$ cat config.mk
export PLATFORM = sky130hd
export DESIGN_NAME = acr_config_bank
export DESIGN_NICKNAME = d
export VERILOG_FILES = /design/src/rtl/acr_pkg.sv /design/src/rtl/acr_mod_clk_div.sv /design/src/rtl/acr_config_bank.sv
export VERILOG_INCLUDE_DIRS = /design/src /design/src/rtl
export SDC_FILE = /design/constraint.sdc
export NUM_CORES = 1
export LEC_CHECK = 0
export CORE_MARGIN = 5
export CORE_UTILIZATION = 45
export CTS_BUF_LIST = sky130_fd_sc_hd__clkbuf_2
export DETAILED_ROUTE_END_ITERATION = 8
export DONT_BUFFER_PORTS = 1
export PLACE_DENSITY = 0.68
export SYNTH_ARGS = -nofsm -noshare
export SYNTH_HDL_FRONTEND = slang
export SYNTH_HIERARCHICAL = 1
export SYNTH_SLANG_ARGS = --single-unit
$ cat constraint.sdc
create_clock -name CLK -period 6.4 [get_ports CLK]
set_clock_uncertainty 0.2 [all_clocks]
set_input_delay 0.32 -clock CLK [delete_from_list [all_inputs] [get_ports CLK]]
set_output_delay 0.32 -clock CLK [all_outputs]
set_load 0.005 [all_outputs]
$ cat src/rtl/acr_defines.svh
// register offsets, field positions, reset values and code tables of the
// converter configuration bank; definitions only
`ifndef ACR_DEFINES_SVH
`define ACR_DEFINES_SVH

// register offsets on the command port
`define ACR_OFS_CLOCK 6'h03
`define ACR_OFS_GAIN 6'h04
`define ACR_OFS_CFG 6'h06
`define ACR_OFS_CH0CFG 6'h09
`define ACR_OFS_OFSU 6'h0a
`define ACR_OFS_OFSL 6'h0b
`define ACR_OFS_GAINU 6'h0c

// reset values
`define ACR_RST_CLOCK 16'h030e
`define ACR_RST_GAIN 16'h0000
`define ACR_RST_CFG 16'h0600
`define ACR_RST_CH0CFG 16'h0000
`define ACR_RST_OFSU 16'h0000
`define ACR_RST_OFSL 16'h0000
`define ACR_RST_GAINU 16'h8000

// writable bits; the rest read as zero
`define ACR_MSK_CLOCK 16'h03ff
`define ACR_MSK_GAIN 16'h0077
`define ACR_MSK_CFG 16'h7f00
`define ACR_MSK_CH0CFG 16'hffc3
`define ACR_MSK_OFSL 16'hff00

// clocking and sampling fields
`define ACR_SECOND_ON 9
`define ACR_FIRST_ON 8
`define ACR_DIV_HI 7
`define ACR_DIV_LO 6
`define ACR_TURBO 5
`define ACR_OSR_HI 4
`define ACR_OSR_LO 2
`define ACR_PWR_HI 1
`define ACR_PWR_LO 0

// gain fields
`define ACR_G1_HI 6
`define ACR_G1_LO 4
`define ACR_G0_HI 2
`define ACR_G0_LO 0

// chop and digital output fields
`define ACR_DOUT_EN 14
`define ACR_DOUT_LVL 13
`define ACR_DLY_HI 12
`define ACR_DLY_LO 9
`define ACR_CHOP_EN 8

// first channel fields
`define ACR_PH_HI 15
`define ACR_PH_LO 6
`define ACR_MUX_HI 1
`define ACR_MUX_LO 0
`define ACR_OFSL_HI 15
`define ACR_OFSL_LO 8

// code tables
`define ACR_OSR_TURBO 15'h0040
`define ACR_OSR_BASE 15'h0080
`define ACR_DLY_MAX_CODE 4'hf
`define ACR_DLY_MAX 17'h10000
`define ACR_DLY_BASE 17'h00002
`define ACR_DIV12_TERM 4'hb
`define ACR_SAT_POS 24'h7fffff
`define ACR_SAT_NEG 24'h800000

`endif

$ cat src/rtl/acr_pkg.sv
// types shared by the configuration bank and its modulator clock divider
package acr_pkg;

   typedef enum logic [1:0] {
      ACR_PWR_RSV0 = 2'h0,
      ACR_PWR_LOW = 2'h1,
      ACR_PWR_HIRES = 2'h2,
      ACR_PWR_RSV3 = 2'h3
   } acr_pwr_t;

   typedef enum logic [1:0] {
      ACR_IN_PINS = 2'h0,
      ACR_IN_SHORT = 2'h1,
      ACR_IN_DC_DIAG = 2'h2,
      ACR_IN_AC_DIAG = 2'h3
   } acr_input_t;

   // one register command as handed over by the serial front end
   typedef struct packed {
      logic wr;
      logic rd;
      logic [5:0] addr;
      logic [15:0] wdata;
   } acr_reg_req_t;

   typedef struct packed {
      logic valid;
      logic [15:0] data;
   } acr_reg_rsp_t;

endpackage : acr_pkg

$ cat src/rtl/acr_mod_clk_div.sv
// modulator clock enable: one-cycle pulse every 2, 4, 8 or 12 input clocks
// assumes the selector is a register output in the same clock domain
`timescale 1ns/10ps
`default_nettype none
`include "acr_defines.svh"

module acr_mod_clk_div import acr_pkg::*; #(
   parameter int CNT_W = 4
) (
   input wire logic clk,
   input wire logic rst,
   input wire logic [1:0] div_sel,
   output logic tick
);

   generate
      if (CNT_W < 4) begin : g_chk
         $error("acr_mod_clk_div: CNT_W must hold a count of 11");
      end
   endgenerate

   logic [CNT_W-1:0] cnt_r;
   logic [CNT_W-1:0] term;
   logic at_term;

   // 00 -> 2, 01 -> 4, 10 -> 8, 11 -> 12
   assign term = (div_sel == 2'h3) ? CNT_W'(`ACR_DIV12_TERM) :
                 CNT_W'((5'h02 << div_sel) - 5'h01);
   // a shrinking ratio must not leave the count stranded above the end
   assign at_term = (cnt_r >= term);

   always_ff @(posedge clk or posedge rst) begin
      if (rst) begin
         cnt_r <= '0;
         tick <= 1'b0;
      end else begin
         cnt_r <= at_term ? '0 : cnt_r + CNT_W'(1);
         tick <= at_term;
      end
   end

endmodule : acr_mod_clk_div
`default_nettype wire

$ cat src/rtl/acr_config_bank.sv
// configuration register bank of a two-channel delta-sigma converter
// assumes a serial front end that hands over decoded single-cycle commands
`timescale 1ns/10ps
`default_nettype none
`include "acr_defines.svh"

module acr_config_bank import acr_pkg::*; #(
   parameter int DATA_W = 24,
   parameter int DIV_CNT_W = 4
) (
   // clock and reset
   input wire logic CLK,
   input wire logic SYS_RST,
   // register commands
   input wire acr_reg_req_t REG_REQ,
   output acr_reg_rsp_t REG_RSP,
   // converter control
   output logic CH0_ENABLE,
   output logic CH1_ENABLE,
   output logic MOD_CLK_EN,
   output logic [14:0] OVERSAMPLING_RATIO,
   output acr_pwr_t POWER_MODE,
   output logic [7:0] FIRST_CHANNEL_GAIN,
   output logic [7:0] SECOND_CHANNEL_GAIN,
   output logic CHOP_ENABLE,
   output logic [16:0] CHOP_SETTLING_DELAY,
   output logic signed [9:0] FIRST_CHANNEL_PHASE_DELAY,
   output acr_input_t FIRST_CHANNEL_INPUT_SELECT,
   output logic [23:0] FIRST_OFFSET,
   output logic [23:0] FIRST_GAIN_WORD,
   // spare input pin as digital output
   output logic SPARE_POSITIVE_INPUT_PIN_O,
   output logic SPARE_POSITIVE_INPUT_PIN_OE,
   // first channel conversion results
   input wire logic CONV0_VALID,
   input wire logic [23:0] CONV0_DATA,
   output logic CORR0_VALID,
   output logic [23:0] CORR0_DATA
);

   generate
      if (DATA_W != 24) begin : g_chk
         $error("acr_config_bank: DATA_W must be 24");
      end
   endgenerate

   // stored register words, writable bits only
   logic [15:0] clock_r;
   logic [15:0] clock_nxt;
   logic [15:0] gain_r;
   logic [15:0] cfg_r;
   logic [15:0] ch0cfg_r;
   logic [15:0] ofsu_r;
   logic [15:0] ofsl_r;
   logic [15:0] gainu_r;
   logic [15:0] rd_data;

   // write decode
   wire wr_clock = REG_REQ.wr && (REG_REQ.addr == `ACR_OFS_CLOCK);
   wire wr_gain = REG_REQ.wr && (REG_REQ.addr == `ACR_OFS_GAIN);
   wire wr_cfg = REG_REQ.wr && (REG_REQ.addr == `ACR_OFS_CFG);
   wire wr_ch0cfg = REG_REQ.wr && (REG_REQ.addr == `ACR_OFS_CH0CFG);
   wire wr_ofsu = REG_REQ.wr && (REG_REQ.addr == `ACR_OFS_OFSU);
   wire wr_ofsl = REG_REQ.wr && (REG_REQ.addr == `ACR_OFS_OFSL);
   wire wr_gainu = REG_REQ.wr && (REG_REQ.addr == `ACR_OFS_GAINU);

   // a forbidden power code would leave the modulator unbiased, so keep the old one
   wire [1:0] pwr_wr = REG_REQ.wdata[`ACR_PWR_HI:`ACR_PWR_LO];
   wire pwr_legal = (pwr_wr == ACR_PWR_LOW) || (pwr_wr == ACR_PWR_HIRES);
   wire [1:0] pwr_keep = pwr_legal ? pwr_wr : clock_r[`ACR_PWR_HI:`ACR_PWR_LO];

   assign clock_nxt = {REG_REQ.wdata[15:2] & 14'(`ACR_MSK_CLOCK >> 2), pwr_keep};

   always_ff @(posedge CLK or posedge SYS_RST) begin
      if (SYS_RST) begin
         clock_r <= `ACR_RST_CLOCK;
         gain_r <= `ACR_RST_GAIN;
         cfg_r <= `ACR_RST_CFG;
         ch0cfg_r <= `ACR_RST_CH0CFG;
         ofsu_r <= `ACR_RST_OFSU;
         ofsl_r <= `ACR_RST_OFSL;
         gainu_r <= `ACR_RST_GAINU;
      end else begin
         if (wr_clock) clock_r <= clock_nxt;
         if (wr_gain) gain_r <= REG_REQ.wdata & `ACR_MSK_GAIN;
         if (wr_cfg) cfg_r <= REG_REQ.wdata & `ACR_MSK_CFG;
         if (wr_ch0cfg) ch0cfg_r <= REG_REQ.wdata & `ACR_MSK_CH0CFG;
         if (wr_ofsu) ofsu_r <= REG_REQ.wdata;
         if (wr_ofsl) ofsl_r <= REG_REQ.wdata & `ACR_MSK_OFSL;
         if (wr_gainu) gainu_r <= REG_REQ.wdata;
      end
   end

   // read decode; unmapped offsets read zero
   always_comb begin
      if (REG_REQ.addr == `ACR_OFS_CLOCK) begin
         rd_data = clock_r;
      end else if (REG_REQ.addr == `ACR_OFS_GAIN) begin
         rd_data = gain_r;
      end else if (REG_REQ.addr == `ACR_OFS_CFG) begin
         rd_data = cfg_r;
      end else if (REG_REQ.addr == `ACR_OFS_CH0CFG) begin
         rd_data = ch0cfg_r;
      end else if (REG_REQ.addr == `ACR_OFS_OFSU) begin
         rd_data = ofsu_r;
      end else if (REG_REQ.addr == `ACR_OFS_OFSL) begin
         rd_data = ofsl_r;
      end else if (REG_REQ.addr == `ACR_OFS_GAINU) begin
         rd_data = gainu_r;
      end else begin
         rd_data = 16'h0000;
      end
   end

   always_ff @(posedge CLK or posedge SYS_RST) begin
      if (SYS_RST) begin
         REG_RSP <= '0;
      end else begin
         REG_RSP.valid <= REG_REQ.rd;
         REG_RSP.data <= REG_REQ.rd ? rd_data : 16'h0000;
      end
   end

   // field decode
   wire [2:0] osr_code = clock_r[`ACR_OSR_HI:`ACR_OSR_LO];
   wire [14:0] osr_nxt = clock_r[`ACR_TURBO] ? `ACR_OSR_TURBO :
                         (`ACR_OSR_BASE << osr_code);
   wire [7:0] g1_nxt = 8'h01 << gain_r[`ACR_G1_HI:`ACR_G1_LO];
   wire [7:0] g0_nxt = 8'h01 << gain_r[`ACR_G0_HI:`ACR_G0_LO];
   wire [3:0] dly_code = cfg_r[`ACR_DLY_HI:`ACR_DLY_LO];
   // code 1110 is not listed; it continues the doubling to 32768
   wire [16:0] dly_nxt = (dly_code == `ACR_DLY_MAX_CODE) ? `ACR_DLY_MAX :
                         (`ACR_DLY_BASE << dly_code);
   wire [23:0] ofs_full = {ofsu_r, ofsl_r[`ACR_OFSL_HI:`ACR_OFSL_LO]};

   // offset correction, saturated so a large offset cannot wrap the sign
   wire [24:0] sum = {CONV0_DATA[23], CONV0_DATA} + {ofs_full[23], ofs_full};
   wire sum_ovf = sum[24] != sum[23];
   wire [23:0] corr_nxt = sum_ovf ? (sum[24] ? `ACR_SAT_NEG : `ACR_SAT_POS) : sum[23:0];

   always_ff @(posedge CLK or posedge SYS_RST) begin
      if (SYS_RST) begin
         CH0_ENABLE <= 1'b0;
         CH1_ENABLE <= 1'b0;
         OVERSAMPLING_RATIO <= '0;
         POWER_MODE <= ACR_PWR_RSV0;
         FIRST_CHANNEL_GAIN <= '0;
         SECOND_CHANNEL_GAIN <= '0;
         CHOP_ENABLE <= 1'b0;
         CHOP_SETTLING_DELAY <= '0;
         FIRST_CHANNEL_PHASE_DELAY <= '0;
         FIRST_CHANNEL_INPUT_SELECT <= ACR_IN_PINS;
         FIRST_OFFSET <= '0;
         FIRST_GAIN_WORD <= '0;
         SPARE_POSITIVE_INPUT_PIN_O <= 1'b0;
         SPARE_POSITIVE_INPUT_PIN_OE <= 1'b0;
      end else begin
         CH1_ENABLE <= clock_r[`ACR_SECOND_ON];
         CH0_ENABLE <= clock_r[`ACR_FIRST_ON];
         OVERSAMPLING_RATIO <= osr_nxt;
         POWER_MODE <= acr_pwr_t'(clock_r[`ACR_PWR_HI:`ACR_PWR_LO]);
         SECOND_CHANNEL_GAIN <= g1_nxt;
         FIRST_CHANNEL_GAIN <= g0_nxt;
         CHOP_ENABLE <= cfg_r[`ACR_CHOP_EN];
         CHOP_SETTLING_DELAY <= dly_nxt;
         FIRST_CHANNEL_PHASE_DELAY <= ch0cfg_r[`ACR_PH_HI:`ACR_PH_LO];
         FIRST_CHANNEL_INPUT_SELECT <= acr_input_t'(ch0cfg_r[`ACR_MUX_HI:`ACR_MUX_LO]);
         FIRST_OFFSET <= ofs_full;
         // low gain byte lives in a register outside this bank
         FIRST_GAIN_WORD <= {gainu_r, 8'h00};
         SPARE_POSITIVE_INPUT_PIN_OE <= cfg_r[`ACR_DOUT_EN];
         // level held low while analog so enabling never glitches high first
         SPARE_POSITIVE_INPUT_PIN_O <= cfg_r[`ACR_DOUT_EN] & cfg_r[`ACR_DOUT_LVL];
      end
   end

   always_ff @(posedge CLK or posedge SYS_RST) begin
      if (SYS_RST) begin
         CORR0_VALID <= 1'b0;
         CORR0_DATA <= '0;
      end else begin
         CORR0_VALID <= CONV0_VALID;
         if (CONV0_VALID) CORR0_DATA <= corr_nxt;
      end
   end

   acr_mod_clk_div #(
      .CNT_W(DIV_CNT_W)
   ) u_div (
      .clk(CLK),
      .rst(SYS_RST),
      .div_sel(clock_r[`ACR_DIV_HI:`ACR_DIV_LO]),
      .tick(MOD_CLK_EN)
   );

endmodule : acr_config_bank
`default_nettype wire

==> results.sh, run 1 <==
export IMPL_tritoncts="built"
export IMPL_postLayoutCellArea_um2=10800
export IMPL_std_cell_rows=52
export IMPL_finalCritPeriodShare=0.651
export IMPL_p_leak_nw=5.26
export IMPL_setup_viol=0
export IMPL_die_w_um=155
export IMPL_slew_limit_headroom=0.325
export IMPL_grt_util_met1=0.271
export IMPL_clkSlewWorstSetupHoldPaths_ns=0.11
export IMPL_ys_flop_type="dfrtp_1"
export IMPL_hp_start="REG_REQ[19]"
export IMPL_core_um2=20400
export IMPL_pwr_share_clk=0.268
export IMPL_cts_buffer_depth=3
export IMPL_yosysTopAreaCellShare=0.569
export IMPL_grt_pass1_wl_mm=37.9
export IMPL_swShare=0.324
export IMPL_cts_setup_buffers=0
export IMPL_drt_pass1_iterations=5
export IMPL_irDropWorstVdd_mv=0.142
export IMPL_start_kind="register"
export IMPL_cp_cell_sequence="ha_1, inv_1, fa_1, nor2b_1, o31ai_1, a211o_1, a211oi_2, o21ai_2, nor2_2, nor2_1, o22ai_2, dlygate4sd3_1"
export IMPL_cts_sinks=222
export IMPL_globalplace_congestion=0.840
export IMPL_instances_no_fill=1167
export IMPL_grt_pass1_vias=6645
export IMPL_status="completed"
export IMPL_syn2layout_area_growth_pct=15.1
export IMPL_htree_num_levels=2
export IMPL_grt_max_degree=127
export IMPL_holdPathEnd="REG_RSP[5]"
export IMPL_drive_gt1_frac=0.235
export IMPL_fin_crit_ns=4.17
export IMPL_post_drt_wl_per_cell_um=20.5
export IMPL_grt_busiest_layer="met2"
export IMPL_rr_worst_depth=12
export IMPL_initial_core_util=0.460
export IMPL_final_common_cell="dfrtp_1"
export IMPL_crit_path_top_delay_cell="nor2_2"
export IMPL_finalWirelength_mm=24.0
export IMPL_worst_slew_pin_slew_ns=1.01
export IMPL_combPwrFrac=0.195
export IMPL_synth_cell_types=72
export IMPL_slew_viol_final=0
export IMPL_cp_arrival_ns=4.67
export IMPL_grtUsageMet2=0.317
export IMPL_yosysSeqAreaShare=0.592
export IMPL_synth_edf_count=0
export IMPL_io_pin_count=209
export IMPL_avgSynthCellArea_um2=12.5
export IMPL_first_iter_violations=327
export IMPL_synth_cells=755
export IMPL_powerDensity_nw_per_um2=311
export IMPL_setup_tns_ns=0
export IMPL_synth_area_um2=9410
export IMPL_cp_max_fo=21
export IMPL_crit_buf_inv=2
export IMPL_yosysTopAreaCell="dfrtp_1"
export IMPL_grt_ovfl_total=0
export IMPL_clock_fmax_mhz=240
export IMPL_dieArea_um2=23900
export IMPL_cp_top_family="simple AND/OR/NAND/NOR gates"
export IMPL_intPower_w=0.00227
export IMPL_place_hpwl_mm=16.6
export IMPL_final_nets=931
export IMPL_antenna_found_initial=1
export IMPL_post_route_util=0.530
export IMPL_io_buffers=0
export IMPL_hold_depth=5
export IMPL_grtUsageTotal=0.201
export IMPL_drc=0
export IMPL_place_inst=992
export IMPL_ys_seq_elements=222
export IMPL_finalHoldViolCount=0
export IMPL_ant_nets=0
export IMPL_avgViaCountPerCell=5.37
export IMPL_regToRegEndpoint="CORR0_DATA[0]"
export IMPL_endpoint_kind="register"
export IMPL_rr_startpoint="ofsl_r[8]"
export IMPL_p_switching_w=0.00109
export IMPL_insertion_delay_ns=0.81
export IMPL_max_stage_delay_ns=0.72
export IMPL_cts_root_buf="clkbuf_2"
export IMPL_yosys_top_cells_area="dfrtp_1 (57%), mux2_2 (8.9%), ha_1 (3.7%)"
export IMPL_fp_dieH_um=155
export IMPL_reg2reg_slack_ns=2.23
export IMPL_worstPathRequired_ns=6.90
export IMPL_final_cell_mix="dfrtp_1 (214), clkbuf_2 (83), mux2_2 (74)"
export IMPL_grt_setup_unrepaired="false"
export IMPL_grtUsageMet3=0.0643
export IMPL_dr_total_vias=6266
export IMPL_worstSetupPathType="reg -> reg"
export IMPL_cap_violations=0
export IMPL_cts_hold_buf=72
export IMPL_ys_warn_count=6
export IMPL_ys_async_sr_fraction=1.00
export IMPL_cts_resized=0
export IMPL_hold_path_class="in -> reg"
export IMPL_cts_buffers=55
export IMPL_placed_area_um2=9600
export IMPL_seqPwrFrac=0.536
area by class of cell:
class	count	area, um2
Fill cell	1816	9600
Sequential cell	222	5570
Multi-Input combinational cell	461	3500
Timing Repair Buffer	79	796
Clock buffer	83	415
Tap cell	270	338
Inverter	32	124
Clock inverter	19	82.6
Antenna cell	1	2.50
worst reg2reg max path, stage by stage (launching register included):
cell and delay [ns]:
dfrtp_1 0.48, ha_1 0.24, inv_1 0.07, fa_1 0.40, nor2b_1 0.22, o31ai_1 0.16
a211o_1 0.31, a211oi_2 0.29, o21ai_2 0.15, nor2_2 0.72, nor2_1 0.16, o22ai_2 0.14
dlygate4sd3_1 0.59
cells in the mapped netlist, types with 6 or more instances:
master,number
mux2_2,74
nor3b_1,7
a222oi_1,9
nor2_1,51
o21ai_0,17
nor3_1,16
a21oi_1,24
xor2_1,6
dfrtp_1,214
o22ai_1,6
ha_1,28
nand3_1,11
a21boi_0,12
a22oi_1,8
clkbuf_1,26
dfstp_2,8
o22ai_2,16
xnor2_1,13
inv_1,32
buf_4,17
nand2_1,45
a21o_1,15
nand2b_1,11
metrics by stage:
| stage | hold slack, ns | total power [W] | worst slack, ns |
|---|---|---|---|
| 2_1_floorplan | -0.101 | 0.00226 | 3.06 |
| 3_3_place_gp | -0.0810 | 0.00239 | 2.79 |
| 3_5_place_dp | -0.0809 | 0.00241 | 2.74 |
| 4_1_cts | 0.000166 | 0.00341 | 2.25 |
| 5_1_grt | 0.00258 | 0.00359 | 1.97 |
| 6_report | 0.0824 | 0.00336 | 2.23 |
sequential cells by signal (all words and copies together) (netlist names), 12 cells and up:
| signal | cells |
|---|---|
| CORR0_DATA | 24 |
| FIRST_OFFSET | 24 |
| REG_RSP | 17 |
| CHOP_SETTLING_DELAY | 16 |
| FIRST_GAIN_WORD | 16 |
| gainu_r | 16 |
| ofsu_r | 16 |
| ch0cfg_r | 12 |
logic make-up (layout without fill, tap and decap cells):
family | Yosys count | count (layout) | synth area share
muxes | 75 | 75 | 0.0897
other | 1 | 16 | 0.000399
DFF | 222 | 222 | 0.592
AOI/OAI and AO/OA | 153 | 153 | 0.129
adders and majority gates | 29 | 29 | 0.0394
buffers and inverters | 86 | 213 | 0.0436
and+or+nand+nor | 170 | 170 | 0.0886
xor gates and xnor gates | 19 | 19 | 0.0177
how the worst max path moves through the flow:
stage / from / end / cells after the start
after CTS: ofsl_r[9] / CORR0_DATA[22] / 10
after detailed placement: ofsl_r[9] / CORR0_DATA[6] / 9
after global placement: ofsl_r[9] / CORR0_DATA[7] / 9
after floorplan: SYS_RST / CH0_ENABLE / 1
final: ofsl_r[8] / CORR0_DATA[0] / 12
after global routing: ofsl_r[8] / CORR0_DATA[0] / 12
power by group through the flow:
stage               Clock (W)  Combinational [W]  Sequential [W]
finish               0.000903           0.000657         0.00180
floorplan                   0           0.000514         0.00174
CTS                  0.000942           0.000658         0.00181
detailed placement          0           0.000571         0.00183
global route          0.00102           0.000735         0.00183
global placement            0           0.000558         0.00183
layer usage:
metal  vias to the layer above  wire (um)  part of all wire
met4                         0        333             0.014
met3                        30       2020             0.084
li1                       2884          -                 -
met5                         -          0                 0
met2                       210      11300              0.47
met1                      3142      10300              0.43
Power figures use the tool's default switching activity.
==> run 2, diff against run 1 <==
--- a/config.mk
+++ b/config.mk
@@ -6,6 +6,7 @@
 export SDC_FILE = /design/constraint.sdc
 export NUM_CORES = 1
 export LEC_CHECK = 0
+export ABC_AREA = 1
 export CORE_MARGIN = 5
 export CORE_UTILIZATION = 45
 export CTS_BUF_LIST = sky130_fd_sc_hd__clkbuf_2
==> constraint.sdc (replaced) <==
create_clock -name CLK -period 3.8 [get_ports CLK]
set_clock_uncertainty 0.2 [all_clocks]
set_input_delay 0.19 -clock CLK [delete_from_list [all_inputs] [get_ports CLK]]
set_output_delay 0.19 -clock CLK [all_outputs]
set_load 0.005 [all_outputs]
==> run 2 against run 1 <==
Effect of this change:
- core utilization increased by 1.9 points
- count of clock-buffer cells in the layout decreased by 5
- critical path depth increased by 1
- routed wire length increased by 14%
- highest routed layer is now met5
==> results.sh, run 2 <==
export IMPL_status="completed"
export IMPL_dieArea_um2=24400
export IMPL_first_iter_violations=512
export IMPL_core_um2=21000
export IMPL_irDropWorstVdd_mv=0.288
export IMPL_htree_num_levels=2
export IMPL_yosysSeqAreaShare=0.580
export IMPL_seqPwrFrac=0.521
export IMPL_setup_tns_ns=0
export IMPL_final_cell_mix="nand2_1 (263), dfrtp_1 (212), dlygate4sd3_1 (117)"
export IMPL_pwr_share_clk=0.273
export IMPL_worstSetupPathType="reg -> reg"
export IMPL_grt_max_degree=56
export IMPL_synthTopCellsByCount="nand2_1 (265), dfrtp_1 (214), o21ai_0 (102)"
export IMPL_hold_depth=6
export IMPL_hp_start="REG_REQ[21]"
export IMPL_cts_root_buf="clkbuf_2"
export IMPL_swShare=0.335
export IMPL_p_switching_w=0.00193
export IMPL_insertion_delay_ns=0.83
export IMPL_avgViaCountPerCell=5.13
export IMPL_synth_area_um2=9600
export IMPL_cts_buffer_depth=3
export IMPL_grt_pass1_wl_mm=42.9
export IMPL_drc=0
export IMPL_rr_worst_depth=13
export IMPL_fin_crit_ns=3.62
export IMPL_hold_path_class="in -> reg"
export IMPL_final_common_cell="nand2_1"
export IMPL_rr_startpoint="ofsu_r[3]"
export IMPL_die_w_um=156
export IMPL_multi_input_area_um2=3520
export IMPL_post_drt_wl_per_cell_um=18.3
export IMPL_endpoint_kind="register"
export IMPL_final_nets=1263
export IMPL_yosysMostFrequentCell="nand2_1"
export IMPL_slew_viol_final=0
export IMPL_cts_sinks=222
export IMPL_dr_total_vias=7701
export IMPL_antenna_found_initial=2
export IMPL_combPwrFrac=0.206
export IMPL_synth_cell_types=44
export IMPL_cts_buffers=53
export IMPL_yosysTopAreaCellShare=0.558
export IMPL_clkSlewWorstSetupHoldPaths_ns=0.11
export IMPL_std_cell_rows=53
export IMPL_cap_violations=0
export IMPL_yosys_top_cells_area="dfrtp_1 (56%), nand2_1 (10%), o21ai_0 (5.3%)"
export IMPL_fill_cells=1908
export IMPL_fp_dieH_um=156
export IMPL_finalWirelength_mm=27.4
export IMPL_syn2layout_area_growth_pct=20.3
export IMPL_placed_area_um2=9840
export IMPL_initial_core_util=0.457
export IMPL_ys_seq_elements=222
export IMPL_grt_setup_unrepaired="false"
export IMPL_clock_fmax_mhz=276
export IMPL_powerDensity_nw_per_um2=500
export IMPL_p_leak_nw=5.71
export IMPL_reg_top3="CORR0_DATA x24, FIRST_OFFSET x24, REG_RSP x17"
export IMPL_drt_pass1_iterations=5
export IMPL_holdPathEnd="ofsu_r[15]"
export IMPL_postLayoutCellArea_um2=11500
export IMPL_seqCellArea_um2=5570
export IMPL_ys_async_sr_fraction=1.00
export IMPL_finalHoldViolCount=0
export IMPL_intPower_w=0.00384
export IMPL_slew_limit_headroom=0.331
export IMPL_grtUsageTotal=0.224
export IMPL_start_kind="register"
export IMPL_yosysTopAreaCell="dfrtp_1"
export IMPL_ys_warn_count=6
export IMPL_finalCritPeriodShare=0.953
export IMPL_tritoncts="built"
export IMPL_cp_arrival_ns=4.15
export IMPL_io_pin_count=209
export IMPL_setup_viol=0
export IMPL_avgSynthCellArea_um2=9.35
export IMPL_globalplace_congestion=0.943
export IMPL_ant_nets=0
export IMPL_ys_flop_type="dfrtp_1"
export IMPL_worstPathRequired_ns=4.33
export IMPL_reg2reg_slack_ns=0.18
export IMPL_grt_pass1_vias=7907
export IMPL_drive_gt1_frac=0.116
export IMPL_synth_edf_count=0
export IMPL_synth_cells=1027
export IMPL_cp_max_fo=5
export IMPL_io_buffers=0
export IMPL_regToRegEndpoint="CORR0_DATA[17]"
export IMPL_grt_ovfl_total=0
export IMPL_place_hpwl_mm=19.6
export IMPL_worst_slew_pin_slew_ns=1.00
[run 2: changes by cell type in the layout (fill, tap and decap cells not counted), moves of 16 or more]
cell,previous run,this run
dlygate4sd3_1,71,117
nor2_1,51,67
mux2_2,74,0
nand2_1,45,263
o21ai_0,17,100
inv_1,31,95
nand4_1,1,17
o22ai_2,16,0
[run 2: through the flow]
stage	setup slack, ns	hold slack, ns	util	power (W)	instances
final	0.180	0.120	0.549	0.00577	1501
after global routing	0.0119	0.119	0.549	0.00614	1501
after CTS	0.0395	0.0506	0.548	0.00581	1498
after detailed placement	1.02	-0.216	0.468	0.00398	1285
after global placement	1.18	-0.218	0.468	0.00397	1285
after floorplan	0.590	-0.231	-	0.00366	1041
[run 2: routing by layer]
layer  routed length [um]  up-vias  GRT usage
met5                   13        -          0
met4                  589        2     0.0650
met3                 2450       54     0.0782
met2                13100      283      0.364
met1                11300     3687      0.285
li1                     -     3675          -
[run 2: what timing repair did]
action	in CTS	in global routing
resized for setup	0	10
hold buffers	117	0
hold endpoints to repair	317	0
endpoints found under the setup margin	0	4
setup buffers	0	1
[run 2: final cells by class]
cell class,count,area share
clock inverter,18,0.00953
inverter,100,0.0328
sequential,222,0.482
tap,275,0.0298
antenna,2,0.000433
timing repair buffer,125,0.107
multi-input combinational,681,0.305
clock buffer,78,0.0338
[run 2: cell families (layout without fill, tap and decap cells)]
kind of cell    count (synthesis)  after routing  share of synthesized area
xor+xnor                       17             17                     0.0155
buf+inv                       138            321                     0.0622
other cells                     1             17                   0.000391
flops                         222            222                      0.580
simple gates                  436            436                      0.196
compound gates                184            184                      0.107
fa+ha+maj                      29             29                     0.0386
[run 2: worst max path at each step]
stage	cells past startpoint	startpoint	slack (ns)	end
3_3_place_gp	16	ofsl_r[8]	1.18	CORR0_DATA[18]
6_report	13	ofsu_r[3]	0.18	CORR0_DATA[17]
5_1_grt	12	ofsl_r[15]	0.01	CORR0_DATA[22]
4_1_cts	17	ofsl_r[8]	0.04	CORR0_DATA[22]
3_5_place_dp	16	ofsl_r[8]	1.02	CORR0_DATA[17]
2_1_floorplan	1	SYS_RST	0.59	CH0_ENABLE
[run 2: critical path, stage by stage, from the launching register on]
cell,delay [ns]
dfrtp_1,0.48
ha_1,0.43
nand2_1,0.20
nor2_1,0.27
inv_1,0.09
nor2_1,0.12
nand4_1,0.13
nand3_1,0.13
nand2_1,0.05
dlygate4sd3_1,0.56
nand2_1,0.07
dlygate4sd3_1,0.58
nand3_1,0.11
a21oi_1,0.13
[run 2: power groups by stage]
stage / logic [W] / registers, W / clock network (W)
after floorplan: 0.000737 / 0.00292 / 0
after global placement: 0.000910 / 0.00306 / 0
after detailed placement: 0.000928 / 0.00306 / 0
after CTS: 0.00117 / 0.00301 / 0.00163
after global routing: 0.00133 / 0.00306 / 0.00176
final: 0.00119 / 0.00300 / 0.00158
==> run 3, diff against run 2 <==
--- a/config.mk
+++ b/config.mk
@@ -13,6 +13,7 @@
 export DETAILED_ROUTE_END_ITERATION = 8
 export DONT_BUFFER_PORTS = 1
 export PLACE_DENSITY = 0.68
+export REMOVE_ABC_BUFFERS = 1
 export SYNTH_ARGS = -nofsm -noshare
 export SYNTH_HDL_FRONTEND = slang
 export SYNTH_HIERARCHICAL = 1
==> run 3 against run 2 <==
Effect of this change:
- die area unchanged
- core utilization up 0.51 points
- hold slack better by 0.032 ns
- non-clock buffer count down 1
- critical endpoint is now CORR0_DATA[22]
- first-iteration DRC count down 2.1%
==> results.sh, run 3 (synthesized netlist as in run 2, its figures left out) <==
export IMPL_status="completed"
export IMPL_drc=0
export IMPL_antenna_found_initial=3
export IMPL_clock_fmax_mhz=277
export IMPL_regToRegEndpoint="CORR0_DATA[22]"
export IMPL_finalCritPeriodShare=0.951
export IMPL_pre_cts_slack_ns=1.02
export IMPL_fin_crit_ns=3.61
export IMPL_first_iter_violations=501
export IMPL_cts_root_buf="clkbuf_2"
export IMPL_worstSetupPathType="reg -> reg"
export IMPL_power_w=0.00599
export IMPL_htree_num_levels=2
export IMPL_place_inst=1287
export IMPL_tritoncts="built"
export IMPL_worst_slew_pin_slew_ns=0.893
export IMPL_hp_start="REG_REQ[21]"
export IMPL_grt_max_degree=127
export IMPL_cp_max_fo=4
export IMPL_hold_path_class="in -> reg"
export IMPL_finalHoldViolCount=0
export IMPL_cts_sinks=222
export IMPL_drive_gt1_frac=0.124
export IMPL_insertion_delay_ns=0.83
export IMPL_syn2layout_area_growth_pct=21.4
export IMPL_fp_dieH_um=156
export IMPL_worstPathRequired_ns=4.33
export IMPL_globalplace_congestion=0.952
export IMPL_final_cell_mix="nand2_1 (263), dfrtp_1 (212), dlygate4sd3_1 (112)"
export IMPL_placed_area_um2=9860
export IMPL_die_w_um=156
export IMPL_rr_worst_depth=16
export IMPL_grt_pass1_vias=7969
export IMPL_grt_ovfl_total=0
export IMPL_ant_nets=0
export IMPL_finalWirelength_mm=28.0
export IMPL_grtUsageTotal=0.230
export IMPL_slew_viol_final=0
export IMPL_hold_depth=5
export IMPL_grt_pass1_wl_mm=43.8
export IMPL_slew_limit_headroom=0.403
export IMPL_core_um2=21000
export IMPL_endpoint_kind="register"
export IMPL_std_cell_rows=53
export IMPL_rr_startpoint="ofsl_r[8]"
export IMPL_cts_buffers=55
export IMPL_final_nets=1264
export IMPL_io_pin_count=209
export IMPL_dieArea_um2=24400
export IMPL_holdPathEnd="REG_RSP[4]"
export IMPL_drt_pass1_iterations=5
export IMPL_io_buffers=0
export IMPL_final_common_cell="nand2_1"
export IMPL_dr_total_vias=7766
export IMPL_cts_buffer_depth=3
export IMPL_start_kind="register"
export IMPL_finalHoldWorstSlack_ns=0.152
export IMPL_cp_arrival_ns=4.14
export IMPL_post_drt_wl_per_cell_um=18.6
export IMPL_postLayoutCellArea_um2=11700
export IMPL_initial_core_util=0.457
export IMPL_cap_violations=0
export IMPL_irDropWorstVdd_mv=0.318
export IMPL_instances_no_fill=1508
export IMPL_place_hpwl_mm=19.5
export IMPL_p_leak_nw=5.76
export IMPL_clkSlewWorstSetupHoldPaths_ns=0.13
export IMPL_setup_viol=0
export IMPL_finalWorstSetupSlack_ns=0.187
export IMPL_reg2reg_slack_ns=0.19
export IMPL_avgViaCountPerCell=5.15
export IMPL_powerDensity_nw_per_um2=514
export IMPL_reg_top3="CORR0_DATA x24, FIRST_OFFSET x24, REG_RSP x17"
## run 3: changes by cell type in the layout (fill, tap and decap cells not counted), sizes merged
cell         previous run  this run
clkinv                 17        34
diode                   2         3
clkbuf                 78        68
dlygate4sd3           117       112
clkinvlp                3         0
bufinv                  1         4
buf                     8        12
## run 3: worst max-delay path by stage
| stage | from | to | slack (ns) | cells past startpoint |
|---|---|---|---|---|
| after detailed placement | ofsl_r[8] | CORR0_DATA[18] | 1.02 | 16 |
| after floorplan | SYS_RST | CH0_ENABLE | -2.51 | 1 |
| after global routing | ofsu_r[0] | CORR0_DATA[22] | -0.04 | 14 |
| after global placement | ofsl_r[8] | CORR0_DATA[21] | 1.17 | 16 |
| final | ofsl_r[8] | CORR0_DATA[22] | 0.19 | 16 |
| after CTS | ofsl_r[8] | CORR0_DATA[22] | 0.02 | 17 |
## run 3: area by class of cell
type                       instances  area, um2
fill                            1832       9370
sequential                       222       5570
multi-input combinational        681       3550
timing repair buffer             124       1210
inverter                         100        383
tap                              275        344
clock buffer                      68        340
clock inverter                    35        254
antenna                            3       7.51
## run 3: worst max-delay path, cell delays in order, from the launching register on
cell and delay (ns):
dfrtp_1 0.46, ha_4 0.18, inv_1 0.06, fa_2 0.35, inv_1 0.10, nand3_1 0.09
nand2_2 0.12, nand3_1 0.07, nand2_1 0.19, nand2_1 0.12, nand3_1 0.09, nand2_1 0.05
nand2_1 0.09, nand4_1 0.13, dlygate4sd3_1 0.62, nand2_1 0.06, dlygate4sd3_1 0.54
## run 3: layer usage
| metal | track usage | wire length (um) | up-vias |
|---|---|---|---|
| met5 | 0 | 0 | - |
| met1 | 0.292 | 11400 | 3685 |
| li1 | - | - | 3691 |
| met3 | 0.0860 | 2810 | 55 |
| met4 | 0.0779 | 811 | 0 |
| met2 | 0.367 | 13000 | 335 |
## run 3: power breakdown
group | total (W) | internal, W | leakage (nW) | switching (W)
Combinational | 0.00119 | 0.000503 | 2.46 | 0.000689
Sequential | 0.00301 | 0.00269 | 2.90 | 0.000313
Clock | 0.00179 | 0.000793 | 0.407 | 0.00100
Total | 0.00599 | 0.00399 | 5.76 | 0.00200
## run 3: through the flow
stage,utilization,TNS [ns]
3_3_place_gp,0.469,0
5_1_grt,0.554,-0.0407
4_1_cts,0.551,0
6_report,0.554,0
2_1_floorplan,-,-531.93
3_5_place_dp,0.469,0
## run 3: what timing repair did
item | CTS | global route
hold buffers | 112 | 0
buffers inserted | 0 | 3
gates resized for setup | 0 | 18
endpoints found under the hold margin | 335 | 0
setup endpoints to repair | 0 | 3
